$ cat src/t16_filter.sv
// shared constants for the timer core, and the four-sample input filter
`timescale 1ns/1ps
`default_nettype none

package t16_pkg;
    // cpu byte locations on the access port
    localparam logic [2:0] SEL_COUNT_LOWER = 3'h0;
    localparam logic [2:0] SEL_COUNT_UPPER = 3'h1;
    localparam logic [2:0] SEL_CAPTURE_LOWER = 3'h2;
    localparam logic [2:0] SEL_CAPTURE_UPPER = 3'h3;
    localparam logic [2:0] SEL_COMPARE_LOWER = 3'h4;
    localparam logic [2:0] SEL_COMPARE_UPPER = 3'h5;
    // clock source select codes
    localparam logic [2:0] CS_STOP = 3'h0;
    localparam logic [2:0] CS_DIV1 = 3'h1;
    localparam logic [2:0] CS_DIV8 = 3'h2;
    localparam logic [2:0] CS_DIV64 = 3'h3;
    localparam logic [2:0] CS_DIV256 = 3'h4;
    localparam logic [2:0] CS_DIV1024 = 3'h5;
    localparam logic [2:0] CS_EXT_FALL = 3'h6;
    localparam logic [2:0] CS_EXT_RISE = 3'h7;
    localparam logic [9:0] DIV8_MASK = 10'h007;
    localparam logic [9:0] DIV64_MASK = 10'h03F;
    localparam logic [9:0] DIV256_MASK = 10'h0FF;
    localparam logic [9:0] DIV1024_MASK = 10'h3FF;
    // counter extremes and fixed tops
    localparam logic [15:0] COUNT_FLOOR = 16'h0000;
    localparam logic [15:0] COUNT_MAX = 16'hFFFF;
    localparam logic [15:0] TOP_8BIT = 16'h00FF;
    localparam logic [15:0] TOP_9BIT = 16'h01FF;
    localparam logic [15:0] TOP_10BIT = 16'h03FF;
    // waveform modes
    localparam logic [3:0] WM_NORMAL = 4'h0;
    localparam logic [3:0] WM_PC8 = 4'h1;
    localparam logic [3:0] WM_PC9 = 4'h2;
    localparam logic [3:0] WM_PC10 = 4'h3;
    localparam logic [3:0] WM_CTC_CMP = 4'h4;
    localparam logic [3:0] WM_FAST8 = 4'h5;
    localparam logic [3:0] WM_FAST9 = 4'h6;
    localparam logic [3:0] WM_FAST10 = 4'h7;
    localparam logic [3:0] WM_PFC_CAP = 4'h8;
    localparam logic [3:0] WM_PFC_CMP = 4'h9;
    localparam logic [3:0] WM_PC_CAP = 4'hA;
    localparam logic [3:0] WM_PC_CMP = 4'hB;
    localparam logic [3:0] WM_CTC_CAP = 4'hC;
    localparam logic [3:0] WM_FAST_CAP = 4'hE;
    localparam logic [3:0] WM_FAST_CMP = 4'hF;
    // reset values
    localparam logic [15:0] RESET_WORD = 16'h0000;
    localparam logic [7:0] RESET_BYTE = 8'h00;
    localparam logic [9:0] RESET_PRESC = 10'h000;
    // filter depth in system clock samples
    localparam int FILTER_SAMPLES = 4;
    localparam logic [3:0] FILTER_ALL_ONE = 4'hF;
    localparam logic [3:0] FILTER_ALL_ZERO = 4'h0;
endpackage : t16_pkg

module t16_filter (
    input wire logic clk,
    input wire logic rst_n,
    input wire logic sample_in,
    output logic filtered_out
);
    typedef struct packed {
        logic [t16_pkg::FILTER_SAMPLES-1:0] hist;
        logic out;
    } t16_filt_t;

    t16_filt_t s;
    t16_filt_t next_s;

    // samples every system clock, independent of the prescaler
    // the incoming sample is the fourth one, so the delay stays at exactly four cycles
    always_comb begin
        next_s = s;
        next_s.hist = {s.hist[t16_pkg::FILTER_SAMPLES-2:0], sample_in};
        if (next_s.hist == t16_pkg::FILTER_ALL_ONE) begin
            next_s.out = 1'b1;
        end else if (next_s.hist == t16_pkg::FILTER_ALL_ZERO) begin
            next_s.out = 1'b0;
        end
    end

    always_ff @(posedge clk) begin
        if (!rst_n) begin
            s <= '0;
        end else begin
            s <= next_s;
        end
    end

    assign filtered_out = s.out;

    filter_change_a: assert property (@(posedge clk) disable iff (!rst_n)
        $changed(s.out) |-> (s.hist == {4{s.out}}))
        else $error("filter output moved without four equal samples");
endmodule : t16_filter

`default_nettype wire

$ cat src/t16_core.sv
// sixteen-bit timer counter with shared byte latch and input capture
// What this block does
// - three-bit clock source select; zero stops the counter.
// - sixteen-bit counter counts up, down or clears per tick, flags top and floor.
// - upper counter location is the latch; lower read fills it, lower write takes its upper byte from it.
// - a cpu counter write beats any count or clear in that cycle.
// - counter stays readable and writable with no tick source selected.
// - counting sequence follows the four-bit waveform mode, split in two fields.
// - overflow flag set at the mode's point and can request an interrupt.
// - chosen trigger edge copies the whole counter into the capture register.
// - capture flag set with the load; interrupt raised when enabled.
// - capture flag clears on interrupt service or a one written to it.
// - capture lower read fills the latch; upper read returns the latch.
// - capture register writable only in modes using it as top.
// - comparator select bit switches the trigger; software clears the flag afterwards.
// - both triggers synchronised and edge-detected; filter adds four cycles.
// - capture events blocked only in modes using capture as top; filter and edge detector keep running.
// - software driving the capture pin through its port also captures.
// - filter output moves only after four equal samples.
// - filter enable is a control bit; filter runs on the system clock.
// - each capture overwrites the register even if unread.
// - floor is zero, maximum is all ones; floor marks reaching zero.
// - top is a fixed value, compare register or capture register per mode.
// - compare reads come straight out and leave the latch alone.
`timescale 1ns/1ps
`default_nettype none

module t16_core (
    input wire logic CORE_CLK,
    input wire logic RST_N,
    input wire logic CPU_RD,
    input wire logic CPU_WR,
    input wire logic [2:0] CPU_SEL,
    input wire logic [7:0] CPU_WDATA,
    output logic [7:0] CPU_RDATA,
    input wire logic [2:0] CLOCK_SOURCE_SELECT,
    input wire logic [1:0] WAVEFORM_MODE_SELECT_A,
    input wire logic [1:0] WAVEFORM_MODE_SELECT_B,
    input wire logic NOISE_FILTER_ENABLE,
    input wire logic EDGE_RISING,
    input wire logic COMPARATOR_TRIGGER_SELECT,
    input wire logic CAPTURE_IRQ_ENABLE,
    input wire logic OVERFLOW_IRQ_ENABLE,
    input wire logic CAPTURE_IRQ_ACK,
    input wire logic OVERFLOW_IRQ_ACK,
    input wire logic CAPTURE_FLAG_CLEAR,
    input wire logic OVERFLOW_FLAG_CLEAR,
    input wire logic EXTERNAL_COUNT_PIN,
    input wire logic CAPTURE_PIN,
    input wire logic CAPTURE_PORT_OUT,
    input wire logic CAPTURE_PORT_DIR,
    input wire logic COMPARATOR_OUTPUT,
    output logic [15:0] COUNT_VALUE,
    output logic [15:0] CAPTURE_VALUE,
    output logic [15:0] COMPARE_VALUE_A,
    output logic COUNT_AT_TOP,
    output logic COUNT_AT_FLOOR,
    output logic OVERFLOW_FLAG,
    output logic CAPTURE_FLAG,
    output logic OVERFLOW_IRQ,
    output logic CAPTURE_IRQ
);
    typedef struct packed {
        logic [15:0] count_value;
        logic dir_down;
        logic [7:0] latch;
        logic [15:0] capture_value;
        logic [15:0] compare_a;
        logic overflow_flag;
        logic capture_flag;
        logic overflow_irq;
        logic capture_irq;
        logic [7:0] rdata;
        logic at_top;
        logic at_floor;
        logic [9:0] presc;
        logic ext_s1;
        logic ext_s2;
        logic ext_prev;
        logic trig_s1;
        logic trig_s2;
        logic edge_prev;
    } t16_state_t;

    t16_state_t s;
    t16_state_t next_s;

    logic [3:0] wave_mode;
    logic dual_slope;
    logic capture_is_top;
    logic [15:0] top_value;
    logic tick;
    logic trig_raw;
    logic filt_out;
    logic edge_in;
    logic cap_event;
    logic wr_count;

    assign wave_mode = {WAVEFORM_MODE_SELECT_B, WAVEFORM_MODE_SELECT_A};
    assign wr_count = CPU_WR && (CPU_SEL == t16_pkg::SEL_COUNT_LOWER);

    // mode decode: slope style, top source
    always_comb begin
        dual_slope = 1'b0;
        capture_is_top = 1'b0;
        top_value = t16_pkg::COUNT_MAX;
        case (wave_mode)
            t16_pkg::WM_NORMAL: top_value = t16_pkg::COUNT_MAX;
            t16_pkg::WM_PC8: begin
                dual_slope = 1'b1;
                top_value = t16_pkg::TOP_8BIT;
            end
            t16_pkg::WM_PC9: begin
                dual_slope = 1'b1;
                top_value = t16_pkg::TOP_9BIT;
            end
            t16_pkg::WM_PC10: begin
                dual_slope = 1'b1;
                top_value = t16_pkg::TOP_10BIT;
            end
            t16_pkg::WM_CTC_CMP: top_value = s.compare_a;
            t16_pkg::WM_FAST8: top_value = t16_pkg::TOP_8BIT;
            t16_pkg::WM_FAST9: top_value = t16_pkg::TOP_9BIT;
            t16_pkg::WM_FAST10: top_value = t16_pkg::TOP_10BIT;
            t16_pkg::WM_PFC_CAP, t16_pkg::WM_PC_CAP: begin
                dual_slope = 1'b1;
                capture_is_top = 1'b1;
                top_value = s.capture_value;
            end
            t16_pkg::WM_PFC_CMP, t16_pkg::WM_PC_CMP: begin
                dual_slope = 1'b1;
                top_value = s.compare_a;
            end
            t16_pkg::WM_CTC_CAP, t16_pkg::WM_FAST_CAP: begin
                capture_is_top = 1'b1;
                top_value = s.capture_value;
            end
            t16_pkg::WM_FAST_CMP: top_value = s.compare_a;
            default: top_value = t16_pkg::COUNT_MAX;
        endcase
    end

    // tick from the prescaler or the synchronised count pin
    always_comb begin
        case (CLOCK_SOURCE_SELECT)
            t16_pkg::CS_STOP: tick = 1'b0;
            t16_pkg::CS_DIV1: tick = 1'b1;
            t16_pkg::CS_DIV8: tick = (s.presc & t16_pkg::DIV8_MASK) == t16_pkg::DIV8_MASK;
            t16_pkg::CS_DIV64: tick = (s.presc & t16_pkg::DIV64_MASK) == t16_pkg::DIV64_MASK;
            t16_pkg::CS_DIV256: tick = (s.presc & t16_pkg::DIV256_MASK) == t16_pkg::DIV256_MASK;
            t16_pkg::CS_DIV1024: tick = s.presc == t16_pkg::DIV1024_MASK;
            t16_pkg::CS_EXT_FALL: tick = s.ext_prev && !s.ext_s2;
            t16_pkg::CS_EXT_RISE: tick = !s.ext_prev && s.ext_s2;
            default: tick = 1'b0;
        endcase
    end

    // a pin driven as output by the port reads back the port value
    assign trig_raw = COMPARATOR_TRIGGER_SELECT ? COMPARATOR_OUTPUT
        : (CAPTURE_PORT_DIR ? CAPTURE_PORT_OUT : CAPTURE_PIN);

    t16_filter u_filter (
        .clk(CORE_CLK),
        .rst_n(RST_N),
        .sample_in(s.trig_s2),
        .filtered_out(filt_out)
    );

    assign edge_in = NOISE_FILTER_ENABLE ? filt_out : s.trig_s2;
    assign cap_event = !capture_is_top
        && (EDGE_RISING ? (edge_in && !s.edge_prev) : (!edge_in && s.edge_prev));

    always_comb begin
        next_s = s;
        next_s.presc = s.presc + 10'h001;
        next_s.ext_s1 = EXTERNAL_COUNT_PIN;
        next_s.ext_s2 = s.ext_s1;
        next_s.ext_prev = s.ext_s2;
        next_s.trig_s1 = trig_raw;
        next_s.trig_s2 = s.trig_s1;
        next_s.edge_prev = edge_in;
        next_s.at_top = 1'b0;
        next_s.at_floor = 1'b0;

        // clears first, so a set from the count below wins
        if (OVERFLOW_IRQ_ACK || OVERFLOW_FLAG_CLEAR) begin
            next_s.overflow_flag = 1'b0;
        end
        // counting; the overflow point depends on the slope style
        if (tick) begin
            if (dual_slope) begin
                if (!s.dir_down && s.count_value >= top_value) begin
                    next_s.dir_down = 1'b1;
                    next_s.count_value = s.count_value - 16'h0001;
                end else if (s.dir_down && s.count_value == t16_pkg::COUNT_FLOOR) begin
                    next_s.dir_down = 1'b0;
                    next_s.count_value = s.count_value + 16'h0001;
                end else if (s.dir_down) begin
                    next_s.count_value = s.count_value - 16'h0001;
                end else begin
                    next_s.count_value = s.count_value + 16'h0001;
                end
            end else begin
                next_s.dir_down = 1'b0;
                if (s.count_value == top_value || s.count_value == t16_pkg::COUNT_MAX) begin
                    next_s.count_value = t16_pkg::COUNT_FLOOR;
                end else begin
                    next_s.count_value = s.count_value + 16'h0001;
                end
            end
            if (dual_slope && s.dir_down && s.count_value == t16_pkg::COUNT_FLOOR) begin
                next_s.overflow_flag = 1'b1;
            end else if (!dual_slope && wave_mode != t16_pkg::WM_NORMAL
                         && wave_mode != t16_pkg::WM_CTC_CMP && wave_mode != t16_pkg::WM_CTC_CAP
                         && s.count_value == top_value) begin
                next_s.overflow_flag = 1'b1;
            end else if (!dual_slope && s.count_value == t16_pkg::COUNT_MAX) begin
                next_s.overflow_flag = 1'b1;
            end
        end

        // capture flag clear; a same-cycle capture below wins
        if (CAPTURE_IRQ_ACK || CAPTURE_FLAG_CLEAR) begin
            next_s.capture_flag = 1'b0;
        end

        // capture always overwrites, unread or not
        if (cap_event) begin
            next_s.capture_value = s.count_value;
            next_s.capture_flag = 1'b1;
        end

        // cpu byte access through the shared latch
        if (CPU_RD) begin
            case (CPU_SEL)
                t16_pkg::SEL_COUNT_LOWER: begin
                    next_s.rdata = s.count_value[7:0];
                    next_s.latch = s.count_value[15:8];
                end
                t16_pkg::SEL_CAPTURE_LOWER: begin
                    next_s.rdata = s.capture_value[7:0];
                    next_s.latch = s.capture_value[15:8];
                end
                t16_pkg::SEL_COUNT_UPPER, t16_pkg::SEL_CAPTURE_UPPER: next_s.rdata = s.latch;
                t16_pkg::SEL_COMPARE_LOWER: next_s.rdata = s.compare_a[7:0];
                t16_pkg::SEL_COMPARE_UPPER: next_s.rdata = s.compare_a[15:8];
                default: next_s.rdata = t16_pkg::RESET_BYTE;
            endcase
        end else if (CPU_WR) begin
            case (CPU_SEL)
                t16_pkg::SEL_COUNT_UPPER, t16_pkg::SEL_CAPTURE_UPPER,
                t16_pkg::SEL_COMPARE_UPPER: next_s.latch = CPU_WDATA;
                t16_pkg::SEL_COUNT_LOWER: next_s.count_value = {s.latch, CPU_WDATA};
                t16_pkg::SEL_CAPTURE_LOWER: begin
                    if (capture_is_top) begin
                        next_s.capture_value = {s.latch, CPU_WDATA};
                    end
                end
                t16_pkg::SEL_COMPARE_LOWER: next_s.compare_a = {s.latch, CPU_WDATA};
                default: next_s.latch = s.latch;
            endcase
        end

        next_s.at_top = (next_s.count_value == top_value);
        next_s.at_floor = (next_s.count_value == t16_pkg::COUNT_FLOOR);
        next_s.overflow_irq = next_s.overflow_flag && OVERFLOW_IRQ_ENABLE;
        next_s.capture_irq = next_s.capture_flag && CAPTURE_IRQ_ENABLE;
    end

    always_ff @(posedge CORE_CLK) begin
        if (!RST_N) begin
            s <= '0;
        end else begin
            s <= next_s;
        end
    end

    assign CPU_RDATA = s.rdata;
    assign COUNT_VALUE = s.count_value;
    assign CAPTURE_VALUE = s.capture_value;
    assign COMPARE_VALUE_A = s.compare_a;
    assign COUNT_AT_TOP = s.at_top;
    assign COUNT_AT_FLOOR = s.at_floor;
    assign OVERFLOW_FLAG = s.overflow_flag;
    assign CAPTURE_FLAG = s.capture_flag;
    assign OVERFLOW_IRQ = s.overflow_irq;
    assign CAPTURE_IRQ = s.capture_irq;

    count_write_wins_a: assert property (@(posedge CORE_CLK) disable iff (!RST_N)
        (wr_count && !CPU_RD) |=> (COUNT_VALUE == {$past(s.latch), $past(CPU_WDATA)}))
        else $error("cpu counter write lost");
    stopped_count_a: assert property (@(posedge CORE_CLK) disable iff (!RST_N)
        (CLOCK_SOURCE_SELECT == t16_pkg::CS_STOP && !CPU_WR) |=> $stable(COUNT_VALUE))
        else $error("counter moved while stopped");
    single_wrap_a: assert property (@(posedge CORE_CLK) disable iff (!RST_N)
        (tick && !dual_slope && !CPU_WR && COUNT_VALUE == top_value) |=> COUNT_VALUE == t16_pkg::COUNT_FLOOR)
        else $error("counter did not wrap at top");
    capture_load_a: assert property (@(posedge CORE_CLK) disable iff (!RST_N)
        (cap_event && !CPU_WR) |=> (CAPTURE_VALUE == $past(COUNT_VALUE)) && CAPTURE_FLAG)
        else $error("capture did not load counter and flag");
    capture_irq_a: assert property (@(posedge CORE_CLK) disable iff (!RST_N)
        (cap_event && CAPTURE_IRQ_ENABLE) |=> CAPTURE_IRQ)
        else $error("capture interrupt not raised");
    capture_clear_a: assert property (@(posedge CORE_CLK) disable iff (!RST_N)
        ((CAPTURE_IRQ_ACK || CAPTURE_FLAG_CLEAR) && !cap_event) |=> !CAPTURE_FLAG)
        else $error("capture flag not cleared");
    latch_fill_a: assert property (@(posedge CORE_CLK) disable iff (!RST_N)
        (CPU_RD && CPU_SEL == t16_pkg::SEL_COUNT_LOWER) ##1 (!CPU_RD && !CPU_WR) ##1
        (CPU_RD && CPU_SEL == t16_pkg::SEL_COUNT_UPPER) |=> CPU_RDATA == $past(COUNT_VALUE[15:8], 3))
        else $error("counter upper read missed the latch");
    capture_read_a: assert property (@(posedge CORE_CLK) disable iff (!RST_N)
        (CPU_RD && CPU_SEL == t16_pkg::SEL_CAPTURE_LOWER) |=> s.latch == $past(CAPTURE_VALUE[15:8]))
        else $error("capture lower read did not fill latch");
    capture_guard_a: assert property (@(posedge CORE_CLK) disable iff (!RST_N)
        (CPU_WR && CPU_SEL == t16_pkg::SEL_CAPTURE_LOWER && !capture_is_top && !cap_event)
        |=> $stable(CAPTURE_VALUE))
        else $error("capture register written in wrong mode");
    compare_read_a: assert property (@(posedge CORE_CLK) disable iff (!RST_N)
        (CPU_RD && CPU_SEL == t16_pkg::SEL_COMPARE_UPPER) |=> $stable(s.latch) && CPU_RDATA == COMPARE_VALUE_A[15:8])
        else $error("compare read touched the latch");
    capture_gate_a: assert property (@(posedge CORE_CLK) disable iff (!RST_N)
        (capture_is_top && !CAPTURE_FLAG && !(CPU_WR && CPU_SEL == t16_pkg::SEL_CAPTURE_LOWER))
        |=> !CAPTURE_FLAG && $stable(CAPTURE_VALUE))
        else $error("capture fired in capture-top mode");
endmodule : t16_core

`default_nettype wire

$ cat config.mk
export PLATFORM = sky130hd
export DESIGN_NAME = t16_core
export DESIGN_NICKNAME = d
export VERILOG_FILES = /design/src/t16_filter.sv /design/src/t16_core.sv
export SDC_FILE = /design/constraint.sdc
export NUM_CORES = 1
export LEC_CHECK = 0
export BUFFER_PORTS_ARGS = -buffer_cell sky130_fd_sc_hd__buf_4
export CAP_MARGIN = 20
export CORE_UTILIZATION = 53
export DETAILED_ROUTE_END_ITERATION = 10
export PLACE_DENSITY = 0.78
export SYNTH_ARGS = -nofsm -noshare
export SYNTH_HDL_FRONTEND = slang
export SYNTH_SLANG_ARGS = --single-unit
$ cat constraint.sdc
create_clock -name CORE_CLK -period 4.1 [get_ports CORE_CLK]
set_input_delay 0.205 -clock CORE_CLK [delete_from_list [all_inputs] [get_ports CORE_CLK]]
set_output_delay 0.205 -clock CORE_CLK [all_outputs]
set_load 0.005 [all_outputs]
## Yosys cells after proc, flatten, opt, wreduce, memory -nomap -nowiden

Cells that the tools add are included.

- Bits in registers: 91
- Bits in latches: 0
- RAM bits: 0
- ROM bits: 0
- Bits of input ports: 36
- Output and inout bits: 62
- Word-level logic and storage cells: 147
- Memories: 0

- Add/subtract/negate cells: 3
- $mul: 0
- Divide/modulo/power cells: 0
- Magnitude comparators: 1
- Equality and inequality tests: 38
- Shift-type cells: 0
- Muxes and demuxes: 37
- Bitwise operators: 1
- Reduce and logical (&&, ||, !) cells: 46

Operators by type and width:

| operator | count |
|---|---|
| $mux 16 | 10 |
| $pmux 16 s5 | 1 |
| $mux 17 | 3 |
| $mux 40 | 1 |
| $pmux 8 s5 | 1 |
| $eq 16x16->1 | 2 |
| $eq 4x4->1 const B | 8 |
| $logic_not 16->1 | 2 |
| $mux 32 | 1 |
| $eq 3x3->1 const B | 7 |
| $add 16x1->16 const B | 1 |
| $eq 16x16->1 const B | 1 |
| $eq 4x3->1 const B | 4 |
| $ge 16x16->1 | 1 |
| $logic_and 1x1->1 | 16 |
| $mux 1 | 16 |
| $mux 8 | 2 |
| $pmux 8 s2 | 1 |
| $sub 16x1->16 const B | 1 |
| $eq 3x2->1 const B | 4 |
| $add 10x1->10 const B | 1 |
| $eq 10x10->1 const B | 1 |
| $eq 4x2->1 const B | 2 |
| $eq 8x8->1 const B | 1 |
| 20 further kinds | 38 |

## Depth between registers and ports, before layout

- Word-level depth: 12
- Mapped depth: 17
- Depth with buffers taken out: 16

## Cells and area by module

Synthesis repeated with hierarchy kept, for this count alone.

- Cell total of the unflattened synthesis: 902
- Area total of the unflattened synthesis: 6766.5 µm²

Modules (own cells, without submodules):

| module | times used | cells an instance | area each (µm²) | seq. area each (µm²) |
|---|---|---|---|---|
| t16_core | 1 | 891 | 6643.9 | 1741.7 |
| t16_filter | 1 | 11 | 122.6 | 80.1 |

## Least setup slack after synthesis

No wires, ideal clock.

- Path kind: input to register
- Start: input WAVEFORM_MODE_SELECT_B[1]
- End: register s (netlist bit COUNT_AT_FLOOR)
- Setup time: 88 ps
- Arrival: 4218 ps
- Data required time: 4012 ps
- Path slack: -206 ps
- Stages on the path: 15
- Buffers on the path: 2
- Cells stage by stage: clkbuf_1 -> and2_1 -> or2_2 -> clkbuf_1 -> a211oi_1 -> ha_1 -> nand4_1 -> or3_4 -> o41a_2 -> and3_4 -> o221ai_2 -> a21oi_1 -> or4_1 -> or4_1 -> nor4_2

- Cells in the longest elaborated chain, start to end: 12
- Elaborated cells on any way between the ends: 34
- Those cells by class: order compare: 1; eq/ne: 15; mux: 9; reduce/logical: 9

RTL lines:

| element | line | source |
|---|---|---|
| start, declared | t16_core.sv:38 | `input wire logic [1:0] WAVEFORM_MODE_SELECT_B,` |
| $eq 4x4->1, or another cell as far along | t16_core.sv:107 | `case (wave_mode)` |
| $reduce_or 4->1 (no line) or $reduce_or 2->1 (tied branches) | -- |  |
| $pmux 16 s5 | t16_core.sv:107 |  |
| $ge 16x16->1 or $eq 16x16->1 (tied branches) | t16_core.sv:192, t16_core.sv:205 |  |
| $logic_and 1x1->1 or $logic_or 1x1->1 (tied branches) | t16_core.sv:192, t16_core.sv:205 |  |
| $mux 17 or $mux 16 (tied branches) | t16_core.sv:192, t16_core.sv:205 |  |
| $mux 17 * | t16_core.sv:191 | `if (dual_slope) begin` |
| $mux 17 * | t16_core.sv:190 | `if (tick) begin` |
| $mux 16 | t16_core.sv:250 | `case (CPU_SEL)` |
| $mux 16 | t16_core.sv:249 | `end else if (CPU_WR) begin` |
| $mux 16 * | t16_core.sv:234 | `if (CPU_RD) begin` |
| $logic_not 16->1 * | t16_core.sv:265 | `next_s.at_floor = (next_s.count_value == t16_pkg::COUNT_FLOOR);` |
| end signal, assigned | t16_core.sv:274 | `s <= next_s;` |
| end, declared | t16_core.sv:85 | `t16_state_t s;` |

Every way passes the cells marked *; elsewhere a longest branch is shown, timed or not.
A chain may end at the register's enable or synchronous reset.

## Final worst setup path

- Start: register s (netlist bit COMPARE_VALUE_A[8])
- End: register s (netlist bit COUNT_AT_TOP)

- Cells in the longest elaborated chain, start to end: 10
- Elaborated cells on any way between the ends: 13
- Those cells by class: order compare: 1; eq/ne: 2; mux: 8; reduce/logical: 2

RTL lines:

| element | line | source |
|---|---|---|
| $pmux 16 s5 * | t16_core.sv:107 |  |
| $ge 16x16->1 or $eq 16x16->1 (tied branches) | t16_core.sv:192, t16_core.sv:205 |  |
| $logic_and 1x1->1 or $logic_or 1x1->1 (tied branches) | t16_core.sv:192, t16_core.sv:205 |  |
| $mux 17 or $mux 16 (tied branches) | t16_core.sv:192, t16_core.sv:205 |  |
| $mux 17 | t16_core.sv:191 |  |
| $mux 17 | t16_core.sv:190 |  |
| $mux 16 | t16_core.sv:250 |  |
| $mux 16 | t16_core.sv:249 |  |
| $mux 16 | t16_core.sv:234 |  |
| $eq 16x16->1 * | t16_core.sv:264 | `next_s.at_top = (next_s.count_value == top_value);` |

Marks and branches as above.

==> metrics.txt <==
routed vias 7,377; Setup crit end kind flip-flop; actual transition at the worst max-transition pin just over 1 ns; synthesis warning total 0; 1st-pass router iterations 5; H-Tree Level Count 3; post-route setup TNS 0 ns; biggest area consumer among synthesized cells dfxtp_1; critical path required time about 4.4 ns; vias per cell just over 6; headroom to the max-slew limit a little under a third; static power due to leakage between 3 and 4 nW; hold slack roughly 0.054 ns; Hold Violations, Final 0; count of different cell masters after synthesis 80; Clock Pin Slew Worst Setup and Hold Paths 0.07 ns; Iter 0 DRT Violations ~760; class of the most critical setup path flip-flop to flip-flop; final number of max-transition violations 0; Power Dens Cells ~350 nW/um2; wire length of the first global-routing pass around 37,000 um; ant diodes 0; horizontal die dimension between 100 and 150 um; count of standard-cell rows 41; Cell Area, Synth about 6900 um2; proportion of synthesized chip area in sequential cells a little over a quarter; syn nets 959; maximum resistive drop on vdd just under 0.0004 V; dpl hpwl approximately 18,000 um; area of all placed cells without fillers between 8000 and 9000 um2; clock tree from TritonCTS yes; fin crit period 4.033 ns; dominant cell by count in the synthesized netlist nor2_1; max capacitance violation total 0; routed len/inst 20.63 um; number of global-route vias before repair 6,651; DRC viols 0; outcome finished clean; post-detailed-placement cell area 8078 um2; top cells by area, synth dfxtp_1 27%, nor2_1 6.8%, buf_4 6.3%; cell count after synthesis approximately 900; total of hold buffers inserted after clock tree synthesis 0; class of the tightest hold or removal check input port to flip-flop; number of enable flip-flop cells after synthesis 0; IO buf count just under 100; overall overflow remaining after global route 0; pin count of the biggest net entering global routing 69; number of buffers created by CTS 9; Antenna Nets Post-Route 0; Total Wirelength 24,430 um; number of storage elements in the synthesis netlist slightly above 90; Area Growth Syn to Fin 23.81%; net count reported at finish between 1,000 and 1,500; antenna violations before repair 0; share of Yosys cell area claimed by the top area cell type 26.55%; fraction of layout instances using a drive strength above 1 27.96%; final-report setup violation count 0; Worst EP arrival 4.29 ns; All-Layer GR Usage between 30% and 40%; vertical die dimension roughly 120 um; cell chosen for the clock root clkbuf_16; area of the multi-input gates ~4400 um2; count of clock tree sinks a little over 90; top achievable clock speed between 0.2 and 0.25 GHz; mean cell area of the mapped netlist approximately 7.6 um2; placer's final routability congestion estimate approximately 0.99; storage element area 1828 um2; starting utilization of the core area 54.37%; commonest register cell after synthesis dfxtp_1; I/O pin cnt 98; top cells by instance count after synthesis 124 x nor2_1, 91 x dfxtp_1, 86 x nand2_1, 64 x a21oi_1, 58 x buf_4; top fanout value on the critical path 3; part of the cycle the worst path needs a little over nine tenths; clock latency on the worst-skew pair around 0.35 ns; Max Root-Sink Buffers 2; post-synthesis async set-or-reset flop share 0%; Setup Skew between 0.005 and 0.006 ns; startpoint type of the worst setup path flip-flop; floorplan core area about 13,000 um2; DIE AREA ~13,000 um2; number of fillers in the final layout approximately 1,100
## through the flow
| step | setup WS [ns] | total power, mW | cells | utilization, % |
|---|---|---|---|---|
| after floorplan | -0.04495 | 1.597 | 903 | - |
| after global placement | -0.2386 | 1.972 | 1162 | 63.89 |
| after detailed placement | -0.3732 | 1.977 | 1163 | 64.01 |
| after CTS | 0.06900 | 2.895 | 1179 | 66.60 |
| after global routing | -0.01464 | 3.049 | 1184 | 67.32 |
| final | 0.06733 | 2.938 | 1184 | 67.32 |
## power breakdown
part / internal [mW] / switching [mW]
combinational: 0.478 / 0.585
sequential: 0.917 / 0.0335
clock: 0.543 / 0.382
total: 1.94 / 1.00
## timing repair
action | 4_1_cts | 5_1_grt
setup endpoints to repair | 1 | 2
pin swaps | 1 | 9
gates resized for setup | 0 | 16
hold endpoints to repair | 0 | 0
setup buffers | 0 | 4
## layout by cell type, fill, tap and decap left out, drive strengths merged, types with 13 or more instances in the layout
cell type	n
a22oi	13
nand4	16
and2	27
nor3	15
xor2	18
dfxtp	91
inv	17
nor2	124
a31oi	14
o22ai	20
o21ai	22
mux2i	37
nand2	86
a211oi	32
nand3	22
buf	214
ha	20
xnor2	16
a21oi	64
## layer usage
| layer | track usage [%] | routed length [um] |
|---|---|---|
| met3 | 6.538 | 2425 |
| met1 | 48.63 | 10030 |
| met4 | 17.61 | 1065 |
| met5 | 0 | 0 |
| met2 | 56.43 | 10910 |
## flip-flops by register name (all words and copies together), names as in the netlist, 3 cells and up
name,count
s,22
CAPTURE_VALUE,16
COMPARE_VALUE_A,16
COUNT_VALUE,16
CPU_RDATA,8
next_s,3
u_filter.next_s,3
## area by class of cell
cell class,count,share of cell area [%]
Clock buffer,10,2.695
Inverter,15,0.6627
Sequential cell,91,21.52
Multi-Input combinational cell,676,52.25
Clock inverter,6,1.149
Timing Repair Buffer,214,19.19
Tap cell,172,2.533
## worst max-delay path: stages, from the launching register on
cell       delay [ns]
dfxtp_2          0.38
o32a_1           0.19
nor2_2           0.04
a21oi_2          0.13
inv_1            0.06
ha_1             0.27
nand4_1          0.16
or3_4            0.40
o41ai_4          0.40
buf_4            0.18
buf_4            0.11
nor4_1           0.05
o311ai_1         0.48
nor2_1           0.08
a2111oi_0        0.33
and4_1           0.29
nand4_1          0.11
nor4_1           0.28
## worst paths after layout
check	from	to	slack [ns]	cells after the start
max	COMPARE_VALUE_A[8]$_SDFFE_PN0P_	COUNT_AT_TOP$_SDFF_PN0_	0.07	17
min	CAPTURE_IRQ_ENABLE	CAPTURE_IRQ$_SDFF_PN0_	0.05	2
max reg2reg	COMPARE_VALUE_A[8]$_SDFFE_PN0P_	COUNT_AT_TOP$_SDFF_PN0_	0.07	17
min reg2reg	next_s[4]$_SDFF_PN0_	next_s[3]$_SDFF_PN0_	0.44	1
## cells by family (layout without fill, tap and decap cells)
group                    count (synthesis)  in the layout  share of synthesized area, %
buffers and inverters                  136            245                         10.67
XOR/XNOR                                34             34                         4.340
AO/OA/AOI/OAI                          227            227                         23.01
multiplexers                            46             46                         6.929
AND/OR/NAND/NOR                        349            349                         24.85
flip-flops                              91             91                         26.55
adder cells (fa/ha/maj)                 20             20                         3.647
(Power assumes the default switching activity.)
